**src/design/mrm_pkg.sv**
```systemverilog
// Package of the receive, management and register-map MAC slice.
// Assumes a 125 MHz system clock and a byte-wide register port.
package mrm_pkg;

  // Register map, byte offsets; 16-bit registers sit high byte first
  localparam logic [5:0] OFS_NET_CTRL = 6'h00;
  localparam logic [5:0] OFS_RSVD_A0 = 6'h01;
  localparam logic [5:0] OFS_RSVD_A1 = 6'h02;
  localparam logic [5:0] OFS_RX_CTRL = 6'h03;
  localparam logic [5:0] OFS_TX_CTRL = 6'h04;
  localparam logic [5:0] OFS_PROGRAMMABLE_ETHERTYPE_CTRL = 6'h05;
  localparam logic [5:0] OFS_PROGRAMMABLE_ETHERTYPE = 6'h06;
  localparam logic [5:0] OFS_PAUSE_TIME = 6'h08;
  localparam logic [5:0] OFS_IRQ_EVENT_HI = 6'h0a;
  localparam logic [5:0] OFS_IRQ_EVENT_LO = 6'h0b;
  localparam logic [5:0] OFS_IRQ_MASK_HI = 6'h0c;
  localparam logic [5:0] OFS_IRQ_MASK_LO = 6'h0d;
  localparam logic [5:0] OFS_SW_RESET = 6'h0e;
  localparam logic [5:0] OFS_RSVD_B = 6'h0f;
  localparam logic [5:0] OFS_MGMT_PHY = 6'h10;
  localparam logic [5:0] OFS_MGMT_REG = 6'h11;
  localparam logic [5:0] OFS_MGMT_WDATA_HI = 6'h12;
  localparam logic [5:0] OFS_MGMT_WDATA_LO = 6'h13;
  localparam logic [5:0] OFS_MGMT_RDATA_HI = 6'h14;
  localparam logic [5:0] OFS_MGMT_RDATA_LO = 6'h15;
  localparam logic [5:0] OFS_MGMT_CMD = 6'h16;
  localparam logic [5:0] OFS_RSVD_C = 6'h17;
  localparam logic [5:0] OFS_BUF_CFG = 6'h18;
  localparam logic [5:0] OFS_RX_A_PTR_HI = 6'h1a;
  localparam logic [5:0] OFS_RX_A_PTR_LO = 6'h1b;
  localparam logic [5:0] OFS_RX_B_PTR_HI = 6'h1c;
  localparam logic [5:0] OFS_RX_B_PTR_LO = 6'h1d;
  localparam logic [5:0] OFS_TX_PTR = 6'h1e;
  localparam logic [5:0] OFS_MCAST_HASH = 6'h20;
  localparam logic [5:0] OFS_STATION_ADDR = 6'h28;
  localparam logic [5:0] OFS_MISC = 6'h2e;
  localparam int unsigned MAP_BYTES = 48;
  localparam logic [7:0] REG_RESET = 8'h00;

  // Field positions
  localparam int unsigned NETWORK_CONTROL_ENABLE_BIT = 7;
  localparam int unsigned NETWORK_CONTROL_FDX_BIT = 0;
  localparam int unsigned RECEIVE_CONTROL_STATUS_ACTIVE_BIT = 7;
  localparam int unsigned RECEIVE_CONTROL_STATUS_CARRIER_BIT = 6;
  localparam int unsigned MCMD_READ_BIT = 7;
  localparam int unsigned MCMD_WRITE_BIT = 6;
  localparam int unsigned MCMD_BUSY_BIT = 0;
  localparam int unsigned SOFTWARE_RESET_BIT = 7;
  localparam int unsigned EV_MGMT_DONE = 0;
  localparam int unsigned EV_RX_A = 1;
  localparam int unsigned EV_RX_B = 2;
  localparam int unsigned EV_RX_ERR = 3;
  localparam int unsigned EV_COLLISION = 4;

  // Management clock timing
  localparam real CLK_MHZ = 125.0;
  localparam real MDC_MAX_MHZ = 2.5;
  localparam int MDC_HALF_CYCLES = int'($ceil(CLK_MHZ / (2.0 * MDC_MAX_MHZ)));

  // Management frame layout, bit index counted from the first preamble bit
  localparam logic [5:0] MGMT_LAST_BIT = 6'h3f;
  localparam logic [5:0] MGMT_READ_DRIVE_BITS = 6'h2e;
  localparam logic [5:0] MGMT_READ_DATA_FIRST = 6'h30;
  localparam logic [31:0] MGMT_PREAMBLE = 32'hffffffff;
  localparam logic [1:0] MGMT_START = 2'h1;
  localparam logic [1:0] MGMT_OP_READ = 2'h2;
  localparam logic [1:0] MGMT_OP_WRITE = 2'h1;
  localparam logic [1:0] MGMT_TA_WRITE = 2'h2;
  localparam logic [1:0] MGMT_TA_READ = 2'h3;
  localparam logic [3:0] FALSE_CARRIER_CODE = 4'he;

  typedef enum logic [0:0] {RX_IDLE = 1'b0, RX_FRAME = 1'b1} mrm_rx_state_t;
  typedef enum logic [0:0] {MG_IDLE = 1'b0, MG_RUN = 1'b1} mrm_mg_state_t;

  typedef struct packed {
    logic [3:0] rxd;
    logic dv;
    logic er;
  } mrm_rx_pins_t;

  typedef struct packed {
    logic [5:0] addr;
    logic [7:0] wdata;
    logic wr;
    logic rd;
  } mrm_bus_req_t;

  typedef struct packed {
    logic [MAP_BYTES-1:0][7:0] regs;
    logic rxclk_s1;
    logic rxclk_s2;
    logic rxclk_s3;
    mrm_rx_pins_t rx_s1;
    mrm_rx_pins_t rx_s2;
    logic crs_s1;
    logic crs_s2;
    logic col_s1;
    logic col_s2;
    logic col_s3;
    logic mdio_s1;
    logic mdio_s2;
    mrm_rx_state_t rx_state;
    logic nib_hi;
    logic [3:0] nib_lo;
    logic [15:0] byte_cnt;
    logic frame_err;
    logic bank_b;
    logic [7:0] rx_byte;
    logic rx_byte_valid;
    logic [15:0] events;
    mrm_mg_state_t mg_state;
    logic op_read;
    logic mdc;
    logic [7:0] phase;
    logic [5:0] bit_idx;
    logic [63:0] shift;
    logic [15:0] rd_shift;
    logic mdio_o;
    logic mdio_oe;
    logic irq;
    logic [7:0] rd_data;
  } mrm_state_t;

endpackage

```
**src/design/mrm_mac_rx_mgmt.sv**
```systemverilog
// Receive side of the media-independent interface, management master and
// the 48-byte register map of a 10/100 MAC.
// Assumes every pin input is asynchronous to clock and that the receive
// clock runs well below clock, so its edges are found by sampling.
//
// Behaviour
// - A receive nibble is taken at each rising receive clock edge with bit 0 as its low bit.
// - Nibbles are taken only while data-valid is high; the data lines are ignored otherwise.
// - A false carrier code with data-valid low is ignored and starts nothing.
// - Receive error while data-valid is high marks the frame as received with errors.
// - Receive error is looked at only while data-valid is high.
// - Carrier sense and collision are treated as asynchronous inputs.
// - In full duplex no behaviour depends on carrier sense or collision.
// - The management clock is driven out and never exceeds 2.5 MHz.
// - Management data is driven by the MAC and sampled back from the PHY on the management clock.
// - The register block spans 48 byte offsets from its base.
// - Both receive end pointers and the management read data are read-only.
// - The bus clock is at least as fast as the receive clock.
//
// Chosen here: the strobed register port.
`timescale 1ns/1ps
`default_nettype none

module mrm_mac_rx_mgmt
  import mrm_pkg::*;
(
  // Clock and reset
  input wire logic clock,
  input wire logic reset,
  // Register port
  input wire mrm_bus_req_t bus_req,
  output logic [7:0] rd_data,
  // Receive pins
  input wire logic mii_rxclk,
  input wire mrm_rx_pins_t mii_rx,
  input wire logic mii_crs,
  input wire logic mii_col,
  // Management pins
  output logic mii_mdc,
  input wire logic mii_mdio_i,
  output logic mii_mdio_o,
  output logic mii_mdio_oe,
  // Received byte stream
  output logic [7:0] rx_byte,
  output logic rx_byte_valid,
  // Interrupt
  output logic irq
);

  mrm_state_t st_ff;
  mrm_state_t nxt_st;
  logic enable;
  logic fdx;
  logic rx_edge;
  logic col_rise;
  logic soft_rst;
  logic [15:0] ev_set;
  logic [15:0] ev_clr;
  logic [15:0] cnt;
  logic [5:0] a;

  function automatic logic sw_writable(input logic [5:0] adr);
    logic ok;
    ok = (adr < MAP_BYTES[5:0]);
    case (adr)
      OFS_RSVD_A0, OFS_RSVD_A1, OFS_RSVD_B, OFS_RSVD_C: ok = 1'b0;
      OFS_MGMT_RDATA_HI, OFS_MGMT_RDATA_LO: ok = 1'b0;
      OFS_RX_A_PTR_HI, OFS_RX_A_PTR_LO: ok = 1'b0;
      OFS_RX_B_PTR_HI, OFS_RX_B_PTR_LO: ok = 1'b0;
      OFS_IRQ_EVENT_HI, OFS_IRQ_EVENT_LO, OFS_MGMT_CMD, OFS_SW_RESET: ok = 1'b0;
      default: ok = ok;
    endcase
    return ok;
  endfunction

  function automatic logic [7:0] reg_read(input mrm_state_t s, input logic [5:0] adr);
    logic [7:0] r;
    r = 8'h00;
    if (adr < MAP_BYTES[5:0]) begin
      r = s.regs[adr];
    end
    case (adr)
      OFS_RX_CTRL: begin
        r[RECEIVE_CONTROL_STATUS_ACTIVE_BIT] = (s.rx_state == RX_FRAME);
        r[RECEIVE_CONTROL_STATUS_CARRIER_BIT] = s.crs_s2 & ~s.regs[OFS_NET_CTRL][NETWORK_CONTROL_FDX_BIT];
      end
      OFS_IRQ_EVENT_HI: r = s.events[15:8];
      OFS_IRQ_EVENT_LO: r = s.events[7:0];
      OFS_MGMT_CMD: r[MCMD_BUSY_BIT] = (s.mg_state == MG_RUN);
      default: r = r;
    endcase
    return r;
  endfunction

  always_comb begin
    nxt_st = st_ff;
    soft_rst = 1'b0;
    ev_set = 16'h0000;
    ev_clr = 16'h0000;
    cnt = st_ff.byte_cnt;
    a = bus_req.addr;
    enable = st_ff.regs[OFS_NET_CTRL][NETWORK_CONTROL_ENABLE_BIT];
    fdx = st_ff.regs[OFS_NET_CTRL][NETWORK_CONTROL_FDX_BIT];

    // Synchronisers; receive data shares the receive clock's delay
    nxt_st.rxclk_s1 = mii_rxclk;
    nxt_st.rxclk_s2 = st_ff.rxclk_s1;
    nxt_st.rxclk_s3 = st_ff.rxclk_s2;
    nxt_st.rx_s1 = mii_rx;
    nxt_st.rx_s2 = st_ff.rx_s1;
    nxt_st.crs_s1 = mii_crs;
    nxt_st.crs_s2 = st_ff.crs_s1;
    nxt_st.col_s1 = mii_col;
    nxt_st.col_s2 = st_ff.col_s1;
    nxt_st.col_s3 = st_ff.col_s2;
    nxt_st.mdio_s1 = mii_mdio_i;
    nxt_st.mdio_s2 = st_ff.mdio_s1;

    rx_edge = st_ff.rxclk_s2 & ~st_ff.rxclk_s3;
    col_rise = st_ff.col_s2 & ~st_ff.col_s3;

    // Receive nibble assembly, low nibble first
    nxt_st.rx_byte_valid = 1'b0;
    if (!enable) begin
      nxt_st.rx_state = RX_IDLE;
      nxt_st.nib_hi = 1'b0;
    end else if (rx_edge) begin
      case (st_ff.rx_state)
        RX_IDLE: begin
          // Data-valid low: error and any code, false carrier included, start nothing
          if (st_ff.rx_s2.dv) begin
            nxt_st.rx_state = RX_FRAME;
            nxt_st.nib_lo = st_ff.rx_s2.rxd;
            nxt_st.nib_hi = 1'b1;
            nxt_st.byte_cnt = 16'h0000;
            nxt_st.frame_err = st_ff.rx_s2.er;
          end
        end
        RX_FRAME: begin
          if (st_ff.rx_s2.dv) begin
            if (st_ff.rx_s2.er) begin
              nxt_st.frame_err = 1'b1;
            end
            if (st_ff.nib_hi) begin
              nxt_st.rx_byte = {st_ff.rx_s2.rxd, st_ff.nib_lo};
              nxt_st.rx_byte_valid = 1'b1;
              nxt_st.byte_cnt = st_ff.byte_cnt + 16'h0001;
              nxt_st.nib_hi = 1'b0;
            end else begin
              nxt_st.nib_lo = st_ff.rx_s2.rxd;
              nxt_st.nib_hi = 1'b1;
            end
          end else begin
            // Frame end: byte count goes to the pointer of the current bank
            if (st_ff.bank_b) begin
              nxt_st.regs[OFS_RX_B_PTR_HI] = cnt[15:8];
              nxt_st.regs[OFS_RX_B_PTR_LO] = cnt[7:0];
              ev_set[EV_RX_B] = 1'b1;
            end else begin
              nxt_st.regs[OFS_RX_A_PTR_HI] = cnt[15:8];
              nxt_st.regs[OFS_RX_A_PTR_LO] = cnt[7:0];
              ev_set[EV_RX_A] = 1'b1;
            end
            ev_set[EV_RX_ERR] = st_ff.frame_err | st_ff.nib_hi;
            nxt_st.bank_b = ~st_ff.bank_b;
            nxt_st.rx_state = RX_IDLE;
            nxt_st.nib_hi = 1'b0;
          end
        end
        default: nxt_st.rx_state = RX_IDLE;
      endcase
    end

    if (col_rise && enable && !fdx) begin
      ev_set[EV_COLLISION] = 1'b1;
    end

    // Management frame engine; data changes in the same cycle as each falling edge
    case (st_ff.mg_state)
      MG_IDLE: begin
        nxt_st.mdc = 1'b0;
        nxt_st.mdio_oe = 1'b0;
        nxt_st.phase = 8'h00;
      end
      MG_RUN: begin
        if (st_ff.phase == 8'(MDC_HALF_CYCLES - 1)) begin
          nxt_st.phase = 8'h00;
          nxt_st.mdc = ~st_ff.mdc;
          if (!st_ff.mdc) begin
            if (st_ff.op_read && st_ff.bit_idx >= MGMT_READ_DATA_FIRST) begin
              nxt_st.rd_shift = {st_ff.rd_shift[14:0], st_ff.mdio_s2};
            end
          end else if (st_ff.bit_idx == MGMT_LAST_BIT) begin
            nxt_st.mg_state = MG_IDLE;
            nxt_st.mdio_oe = 1'b0;
            nxt_st.mdio_o = 1'b0;
            ev_set[EV_MGMT_DONE] = 1'b1;
            if (st_ff.op_read) begin
              nxt_st.regs[OFS_MGMT_RDATA_HI] = st_ff.rd_shift[15:8];
              nxt_st.regs[OFS_MGMT_RDATA_LO] = st_ff.rd_shift[7:0];
            end
          end else begin
            nxt_st.bit_idx = st_ff.bit_idx + 6'h01;
            nxt_st.shift = {st_ff.shift[62:0], 1'b0};
            nxt_st.mdio_o = st_ff.shift[62];
            nxt_st.mdio_oe = ~st_ff.op_read || ((st_ff.bit_idx + 6'h01) < MGMT_READ_DRIVE_BITS);
          end
        end else begin
          nxt_st.phase = st_ff.phase + 8'h01;
        end
      end
      default: nxt_st.mg_state = MG_IDLE;
    endcase

    // Register writes
    if (bus_req.wr) begin
      if (a == OFS_SW_RESET) begin
        soft_rst = bus_req.wdata[SOFTWARE_RESET_BIT];
      end else if (a == OFS_IRQ_EVENT_HI) begin
        ev_clr = {bus_req.wdata, 8'h00};
      end else if (a == OFS_IRQ_EVENT_LO) begin
        ev_clr = {8'h00, bus_req.wdata};
      end else if (a == OFS_MGMT_CMD) begin
        nxt_st.regs[OFS_MGMT_CMD] = bus_req.wdata & 8'h3e;
        if (st_ff.mg_state == MG_IDLE &&
            (bus_req.wdata[MCMD_READ_BIT] || bus_req.wdata[MCMD_WRITE_BIT])) begin
          nxt_st.mg_state = MG_RUN;
          nxt_st.op_read = bus_req.wdata[MCMD_READ_BIT];
          nxt_st.bit_idx = 6'h00;
          nxt_st.phase = 8'h00;
          nxt_st.mdc = 1'b0;
          nxt_st.mdio_o = 1'b1;
          nxt_st.mdio_oe = 1'b1;
          nxt_st.rd_shift = 16'h0000;
          nxt_st.shift = {MGMT_PREAMBLE, MGMT_START,
                          bus_req.wdata[MCMD_READ_BIT] ? MGMT_OP_READ : MGMT_OP_WRITE,
                          st_ff.regs[OFS_MGMT_PHY][4:0], st_ff.regs[OFS_MGMT_REG][4:0],
                          bus_req.wdata[MCMD_READ_BIT] ? MGMT_TA_READ : MGMT_TA_WRITE,
                          st_ff.regs[OFS_MGMT_WDATA_HI], st_ff.regs[OFS_MGMT_WDATA_LO]};
        end
      end else if (sw_writable(a)) begin
        nxt_st.regs[a] = bus_req.wdata;
      end
    end

    // A new event wins over a clear in the same cycle
    nxt_st.events = (st_ff.events & ~ev_clr) | ev_set;
    nxt_st.irq = |(nxt_st.events & {nxt_st.regs[OFS_IRQ_MASK_HI], nxt_st.regs[OFS_IRQ_MASK_LO]});
    nxt_st.rd_data = bus_req.rd ? reg_read(st_ff, a) : 8'h00;

    if (soft_rst) begin
      nxt_st = '0;
    end
  end

  always_ff @(posedge clock) begin
    if (reset) begin
      st_ff <= '0;
    end else begin
      st_ff <= nxt_st;
    end
  end

  assign rd_data = st_ff.rd_data;
  assign mii_mdc = st_ff.mdc;
  assign mii_mdio_o = st_ff.mdio_o;
  assign mii_mdio_oe = st_ff.mdio_oe;
  assign rx_byte = st_ff.rx_byte;
  assign rx_byte_valid = st_ff.rx_byte_valid;
  assign irq = st_ff.irq;

endmodule

`default_nettype wire

```
**config.mk**
```make
export PLATFORM = sky130hd
export DESIGN_NAME = mrm_mac_rx_mgmt
export DESIGN_NICKNAME = d
export VERILOG_FILES = /design/src/design/mrm_pkg.sv /design/src/design/mrm_mac_rx_mgmt.sv
export SDC_FILE = /design/constraint.sdc
export NUM_CORES = 1
export LEC_CHECK = 0
export BUFFER_PORTS_ARGS = -buffer_cell sky130_fd_sc_hd__buf_4
export CAP_MARGIN = 5
export CORE_MARGIN = 5
export CORE_UTILIZATION = 35
export CTS_BUF_LIST = sky130_fd_sc_hd__clkbuf_8
export DETAILED_ROUTE_END_ITERATION = 12
export HOLD_SLACK_MARGIN = 0.05
export PLACE_DENSITY = 0.54
export SLEW_MARGIN = 25
export SYNTH_ARGS = -nofsm -noshare
export SYNTH_HDL_FRONTEND = slang
export SYNTH_SLANG_ARGS = --single-unit
export TNS_END_PERCENT = 20
```
**constraint.sdc**
```tcl
create_clock -name clock -period 2.55 [get_ports clock]
set_input_delay 0.51 -clock clock [delete_from_list [all_inputs] [get_ports clock]]
set_output_delay 0.51 -clock clock [all_outputs]
set_load 0.01 [all_outputs]
```
Word level (Yosys, flattened, before mapping):

Index checks and enable logic that the tools add are counted.

* register bits: 563
* bits of input ports: 28
* output and inout bits: 21

* $add $sub $neg: 3
* $lt $le $gt $ge: 5
* equality and inequality tests: 22
* muxes and demuxes: 85
* bitwise logic cells: 24
* reduce and logical (&&, ||, !) cells: 24

Operators with widths (number)
* 2-to-1 mux 240 bit: 5
* 2-to-1 mux 99 bit: 6
* bitwise mux 384 bit: 1
* 2-to-1 mux 16 bit: 13
* 2-to-1 mux 176 bit: 1
* 2-to-1 mux 70 bit: 2
* 2-to-1 mux 32 bit: 4
* 2-to-1 mux 88 bit: 1
* 2-to-1 mux 87 bit: 1
* 2-to-1 mux 56 bit: 1
* binary-select mux 8 bit (select 6 bit): 1
* demux 8 bit (select 6 bit): 1
* == test 6 x 5 -> 1 bit, second input constant: 8
* 2-to-1 mux 8 bit: 6
* case mux 23 bit (2 select lines): 1
* bitwise AND 16 bit: 2
* 2-to-1 mux 1 bit: 26
* AND reduction 5 bit: 5
* == test 6 x 4 -> 1 bit, second input constant: 4
* 2-to-1 mux 23 bit: 1
* 2-to-1 mux 21 bit: 1
* case mux 9 bit (2 select lines): 1
* adder 16 x 1 -> 16 bit, second input constant: 1
* NOT 1 bit: 16
* other kinds (35): 54

Logic depth before layout (Yosys ltp):

* depth in word-level cells: 16
* mapped depth: 11
* depth with buffers taken out: 8

Least setup slack after synthesis:

No wires, ideal clock.

* kind: input -> register
* start: input port bus_req[10] in the netlist's numbering
* end: register st_ff, in the netlist rd_data[3]
* arrival time: 2519 ps
* required time: 2422 ps
* path slack: -97 ps
* stages on the path: 8
* buffers on the path: 4
* cell sequence: buf_4 -> buf_6 -> buf_2 -> buf_2 -> mux4_2 -> mux4_2 -> a221oi_1 -> a211oi_1

* longest elaborated chain between the ends: 4
* elaborated cells on any way between the ends: 11
* classes of those cells: 1 x order compare; 3 x eq/ne; 6 x mux; 1 x reduce/logical

RTL lines
* from (decl): line mrm_mac_rx_mgmt.sv:31 `input wire mrm_bus_req_t bus_req,`
* binary-select mux 8 bit (select 6 bit) / == test 6 x 4 -> 1 bit (equally long branches): line mrm_mac_rx_mgmt.sv:80, mrm_mac_rx_mgmt.sv:217
* 2-to-1 mux 8 bit (implied by the code) / 2-to-1 mux 1 bit (equally long branches): line mrm_mac_rx_mgmt.sv:80, mrm_mac_rx_mgmt.sv:217
* 2-to-1 mux 8 bit / 2-to-1 mux 1 bit (equally long branches): line mrm_mac_rx_mgmt.sv:79, mrm_mac_rx_mgmt.sv:216
* case mux 5 bit (2 select lines) / OR reduction 3 bit (equally long branches)
* to (signal assigned): line mrm_mac_rx_mgmt.sv:260 `st_ff <= nxt_st;`
* to (decl): line mrm_mac_rx_mgmt.sv:50 `mrm_state_t st_ff;`

Parallel ways exist; a longest one is shown, timed or not. The select of a mux whose other input is x is not followed.
A chain may end at the register's enable or synchronous reset.

Final worst setup path:

* start: register st_ff[97] in the netlist's numbering
* end: register st_ff[73] in the netlist's numbering

* longest elaborated chain between the ends: 9

RTL lines
* == test 8 x 5 -> 1 bit *: line mrm_mac_rx_mgmt.sv:186 `if (st_ff.phase == 8'(MDC_HALF_CYCLES - 1)) begin`
* 2-to-1 mux 88 bit *: line mrm_mac_rx_mgmt.sv:186
* 2-to-1 mux 87 bit *: line mrm_mac_rx_mgmt.sv:179 `case (st_ff.mg_state)`
* 2-to-1 mux 99 bit: line mrm_mac_rx_mgmt.sv:225 `if (st_ff.mg_state == MG_IDLE &&`
* 2-to-1 mux 99 bit: line mrm_mac_rx_mgmt.sv:223 `end else if (a == OFS_MGMT_CMD) begin`
* 2-to-1 mux 99 bit: line mrm_mac_rx_mgmt.sv:221 `end else if (a == OFS_IRQ_EVENT_LO) begin`
* 2-to-1 mux 99 bit: line mrm_mac_rx_mgmt.sv:219 `end else if (a == OFS_IRQ_EVENT_HI) begin`
* 2-to-1 mux 99 bit: line mrm_mac_rx_mgmt.sv:217 `if (a == OFS_SW_RESET) begin`
* 2-to-1 mux 99 bit *: line mrm_mac_rx_mgmt.sv:216 `if (bus_req.wr) begin`

Every way passes the cells marked *; elsewhere a longest branch is shown, timed or not.

==> impl_metrics.py <==
metrics = {
    "outcome": {
        "outcome": "completed",
    },
    "floorplanning": {
        "core-area_sq_um": 67400,
        "die_x_um": 271.1,
        "io_pins": 49,
        "die_area_sq_um": 73510,
        "die_height_um": 271.1,
        "start_util": 0.3541,
        "num_rows": 95,
    },
    "route": {
        "drt_wl_total_mm": 71.23,
        "dr.pass1.iters": 8,
        "wl_per_cell_um": 20.13,
        "drc": 0,
        "ant_nets": 0,
        "drtIter0Drc": 1313,
        "drt-vias-per-instance": 5.283,
        "vias": 18690,
    },
    "timing": {
        "fin_crit_ns": 2.495,
        "fin_crit_sh": 0.9786,
        "tns_ns": 0,
        "clock_skew_ns": 0.03394,
        "finalSetupViolCount": 0,
        "tightestPinTransition_ns": 0.9733,
        "finalHoldViolations": 0,
        "slew_violations": 0,
        "max_freq_ghz": 0.4007,
        "rsz0062_at_grt": "yes",
        "maxSlewHeadroom": 0.3462,
    },
    "pwr": {
        "power_density_nw_per_um2": 635.4,
        "ir_drop_mv": 0.3654,
        "p_leak_uw": 0.01083,
    },
    "clock_tree": {
        "clkSlewWorstSetupHoldPaths_ns": 0.06,
        "tritoncts": "built",
        "insertion_delay_ns": 0.69,
        "cts_buffer_depth": 3,
        "cts.sinks": 562,
        "h-tree-depth": 3,
        "cts-root-buf": "clkbuf_8",
        "cts_buffers": 97,
    },
    "setup_path": {
        "rrSetupSlack_ns": 0.05,
        "rr_worst_depth": 10,
        "startpoint": "st_ff[97]",
        "endpoint_kind": "flop",
        "cp_max_fo": 17,
        "endpoint": "st_ff[73]",
        "arrival_ns": 3.08,
        "crit_required_ns": 3.14,
        "path_class": "reg2reg",
        "timing.rr.end": "st_ff[73]",
        "r2r_start": "st_ff[97]",
        "critPathLaunchType": "flop",
    },
    "synth": {
        "syn_area_per_cell_sq_um": 9.814,
        "synthArstFlopShare": 0,
        "yosys.area.top_type": "dfxtp_1",
        "synth-seq-area-share": 0.4714,
        "yosys-top-cells-count": "dfxtp_1 (562), nor2_1 (381), nand2_1 (260)",
        "ys.flop_type": "dfxtp_1",
        "synth-edff-count": 0,
        "synth_most_common_cell": "dfxtp_1",
        "syn_area_sq_um": 23870,
        "yosys_warnings": 0,
        "synthCells": 2432,
        "synth_seq_cells": 562,
        "synth.area.top_cells": "dfxtp_1 (47%), mux2i_1 (10%), mux4_2 (10%), nor2_1 (6.0%), nand2_1 (4.1%)",
        "yosys.cell_types.count": 78,
        "syn_nets": 2464,
        "yosysTopAreaCellShare": 0.4714,
    },
    "global_routing": {
        "gr-total-overflow": 0,
        "grt_antenna_before_repair": 1,
        "use_met3": 0.04230,
        "met2_usage": 0.2932,
        "grt.busiest_layer": "met2",
        "use_met1": 0.2587,
        "grt_max_degree": 89,
        "track_usage": 0.1883,
        "grt_pass1_wl_mm": 110.3,
        "grt_pass1_vias": 18502,
    },
    "finish": {
        "fin_nets": 2625,
        "finalInstanceArea_sq_um": 28680,
        "area_growth_syn_to_layout_pct": 20.16,
        "nFillCells": 6399,
        "post_route_cells_drive_above_1_share": 0.2147,
    },
    "placed_design": {
        "dp.final_hpwl_mm": 48.97,
        "numPortBuffers": 48,
        "post_dp_cell_area_sq_um": 26330,
        "gp_congestion": 0.9087,
    },
    "hold_path": {
        "min_path_type": "in2reg",
        "min_from": "bus_req[6]",
    },
    "job": {
        "drv_cap": 0,
    },
}
==> registers in the layout, indices dropped and copies added (netlist names) <==
signal and count:
rx_byte_valid 1, irq 1, rx_byte 8, enable 1, mii_mdio_o 1, rd_data 8, fdx 1, mii_mdc 1
cnt 16, st_ff 523, mii_mdio_oe 1
==> what timing repair did <==
item	in CTS	in global routing
hold endpoints to repair	10	0
pin swaps	6	16
resized for setup	7	14
setup buffers	5	2
endpoints found under the setup margin	31	82
hold buffers	10	0
gates cloned	1	3
==> layout by cell type, fill, tap and decap left out, types with 5 or more instances in the layout <==
cell type	Yosys	routed
nand4_1	11	11
clkbuf_8	0	123
a22o_1	6	6
nor4_4	9	9
a31oi_1	40	39
and3_1	10	10
a311oi_2	3	13
mux4_2	107	107
inv_1	15	41
clkinv_2	0	12
and2_1	90	90
a211oi_1	7	7
nand2_1	260	258
nand2b_1	7	7
dfxtp_1	562	560
nor3_1	23	23
nand3_1	74	74
nor2_2	3	5
a21oi_1	140	139
nor2_1	381	379
buf_12	3	39
a21boi_0	5	5
a221oi_1	8	8
dlygate4sd3_1	0	10
o31ai_1	8	8
o21ai_0	65	65
xor2_1	11	11
xnor2_1	11	11
a311oi_1	22	12
a22oi_1	17	17
buf_4	29	216
mux2i_1	247	247
nor2b_1	12	12
==> metrics by stage <==
stage	util	power [uW]	hold slack [ns]	std cells	setup slack [ns]
detailed placement	0.3907	10010	0.4159	3347	-0.3408
floorplan	-	9548	0.4057	2432	-0.01851
global placement	0.3907	9995	0.4158	3347	-0.4077
CTS	0.4233	18420	0.1201	3533	-0.04162
global route	0.4255	18910	0.1623	3538	-0.03355
finish	0.4255	18220	0.1673	3538	0.05463
==> how the worst min path moves through the flow <==
stage | endpoint | slack [ns] | cells past startpoint
3_5_place_dp | st_ff[168] | 0.42 | 1
5_1_grt | st_ff[231] | 0.16 | 3
3_3_place_gp | st_ff[168] | 0.42 | 1
2_1_floorplan | st_ff[157] | 0.41 | 1
6_report | st_ff[223] | 0.17 | 3
4_1_cts | st_ff[239] | 0.12 | 3
==> worst max-delay path: stages, from the launching register on <==
cell and delay [ns]:
dfxtp_2 0.33, inv_1 0.05, ha_1 0.14, or4b_4 0.46, or4b_4 0.58, nor2_8 0.12
and2_4 0.19, buf_8 0.14, clkbuf_16 0.17, nand2_1 0.06, a31oi_1 0.15
==> area by class of cell <==
class	count	area, sq um	area share
Clock inverter	47	300.3	0.01047
Timing Repair Buffer	272	2630	0.09171
Inverter	16	60.06	0.002094
Clock buffer	123	1693	0.05903
Tap cell	873	1092	0.03809
Multi-Input combinational cell	1644	11650	0.4061
Sequential cell	562	11250	0.3924
Antenna cell	1	2.502	0.00008726
==> logic make-up (layout without fill, tap and decap cells) <==
| kind of cell | after synthesis | after routing | share of synthesized area |
|---|---|---|---|
| flops | 562 | 562 | 0.4714 |
| xor+xnor | 22 | 22 | 0.008073 |
| fa+ha+maj | 4 | 4 | 0.002097 |
| mux | 358 | 358 | 0.2064 |
| buf+inv | 226 | 458 | 0.04556 |
| compound gates | 338 | 338 | 0.08608 |
| other cells | 0 | 1 | 0 |
| simple gates | 922 | 922 | 0.1803 |
==> routing by layer <==
layer / part of all wire / vias up
met5: 0 / -
met4: 0.028 / 0
met3: 0.057 / 125
met2: 0.45 / 506
met1: 0.46 / 9227
li1: - / 8832
==> report_power, final <==
part | internal (uW) | switching (uW) | leakage, uW
Clock | 4630 | 3750 | 0.00113
Sequential | 8820 | 21.4 | 0.00453
Combinational | 371 | 621 | 0.00516
No activity file was read; power rests on OpenSTA's default activity.
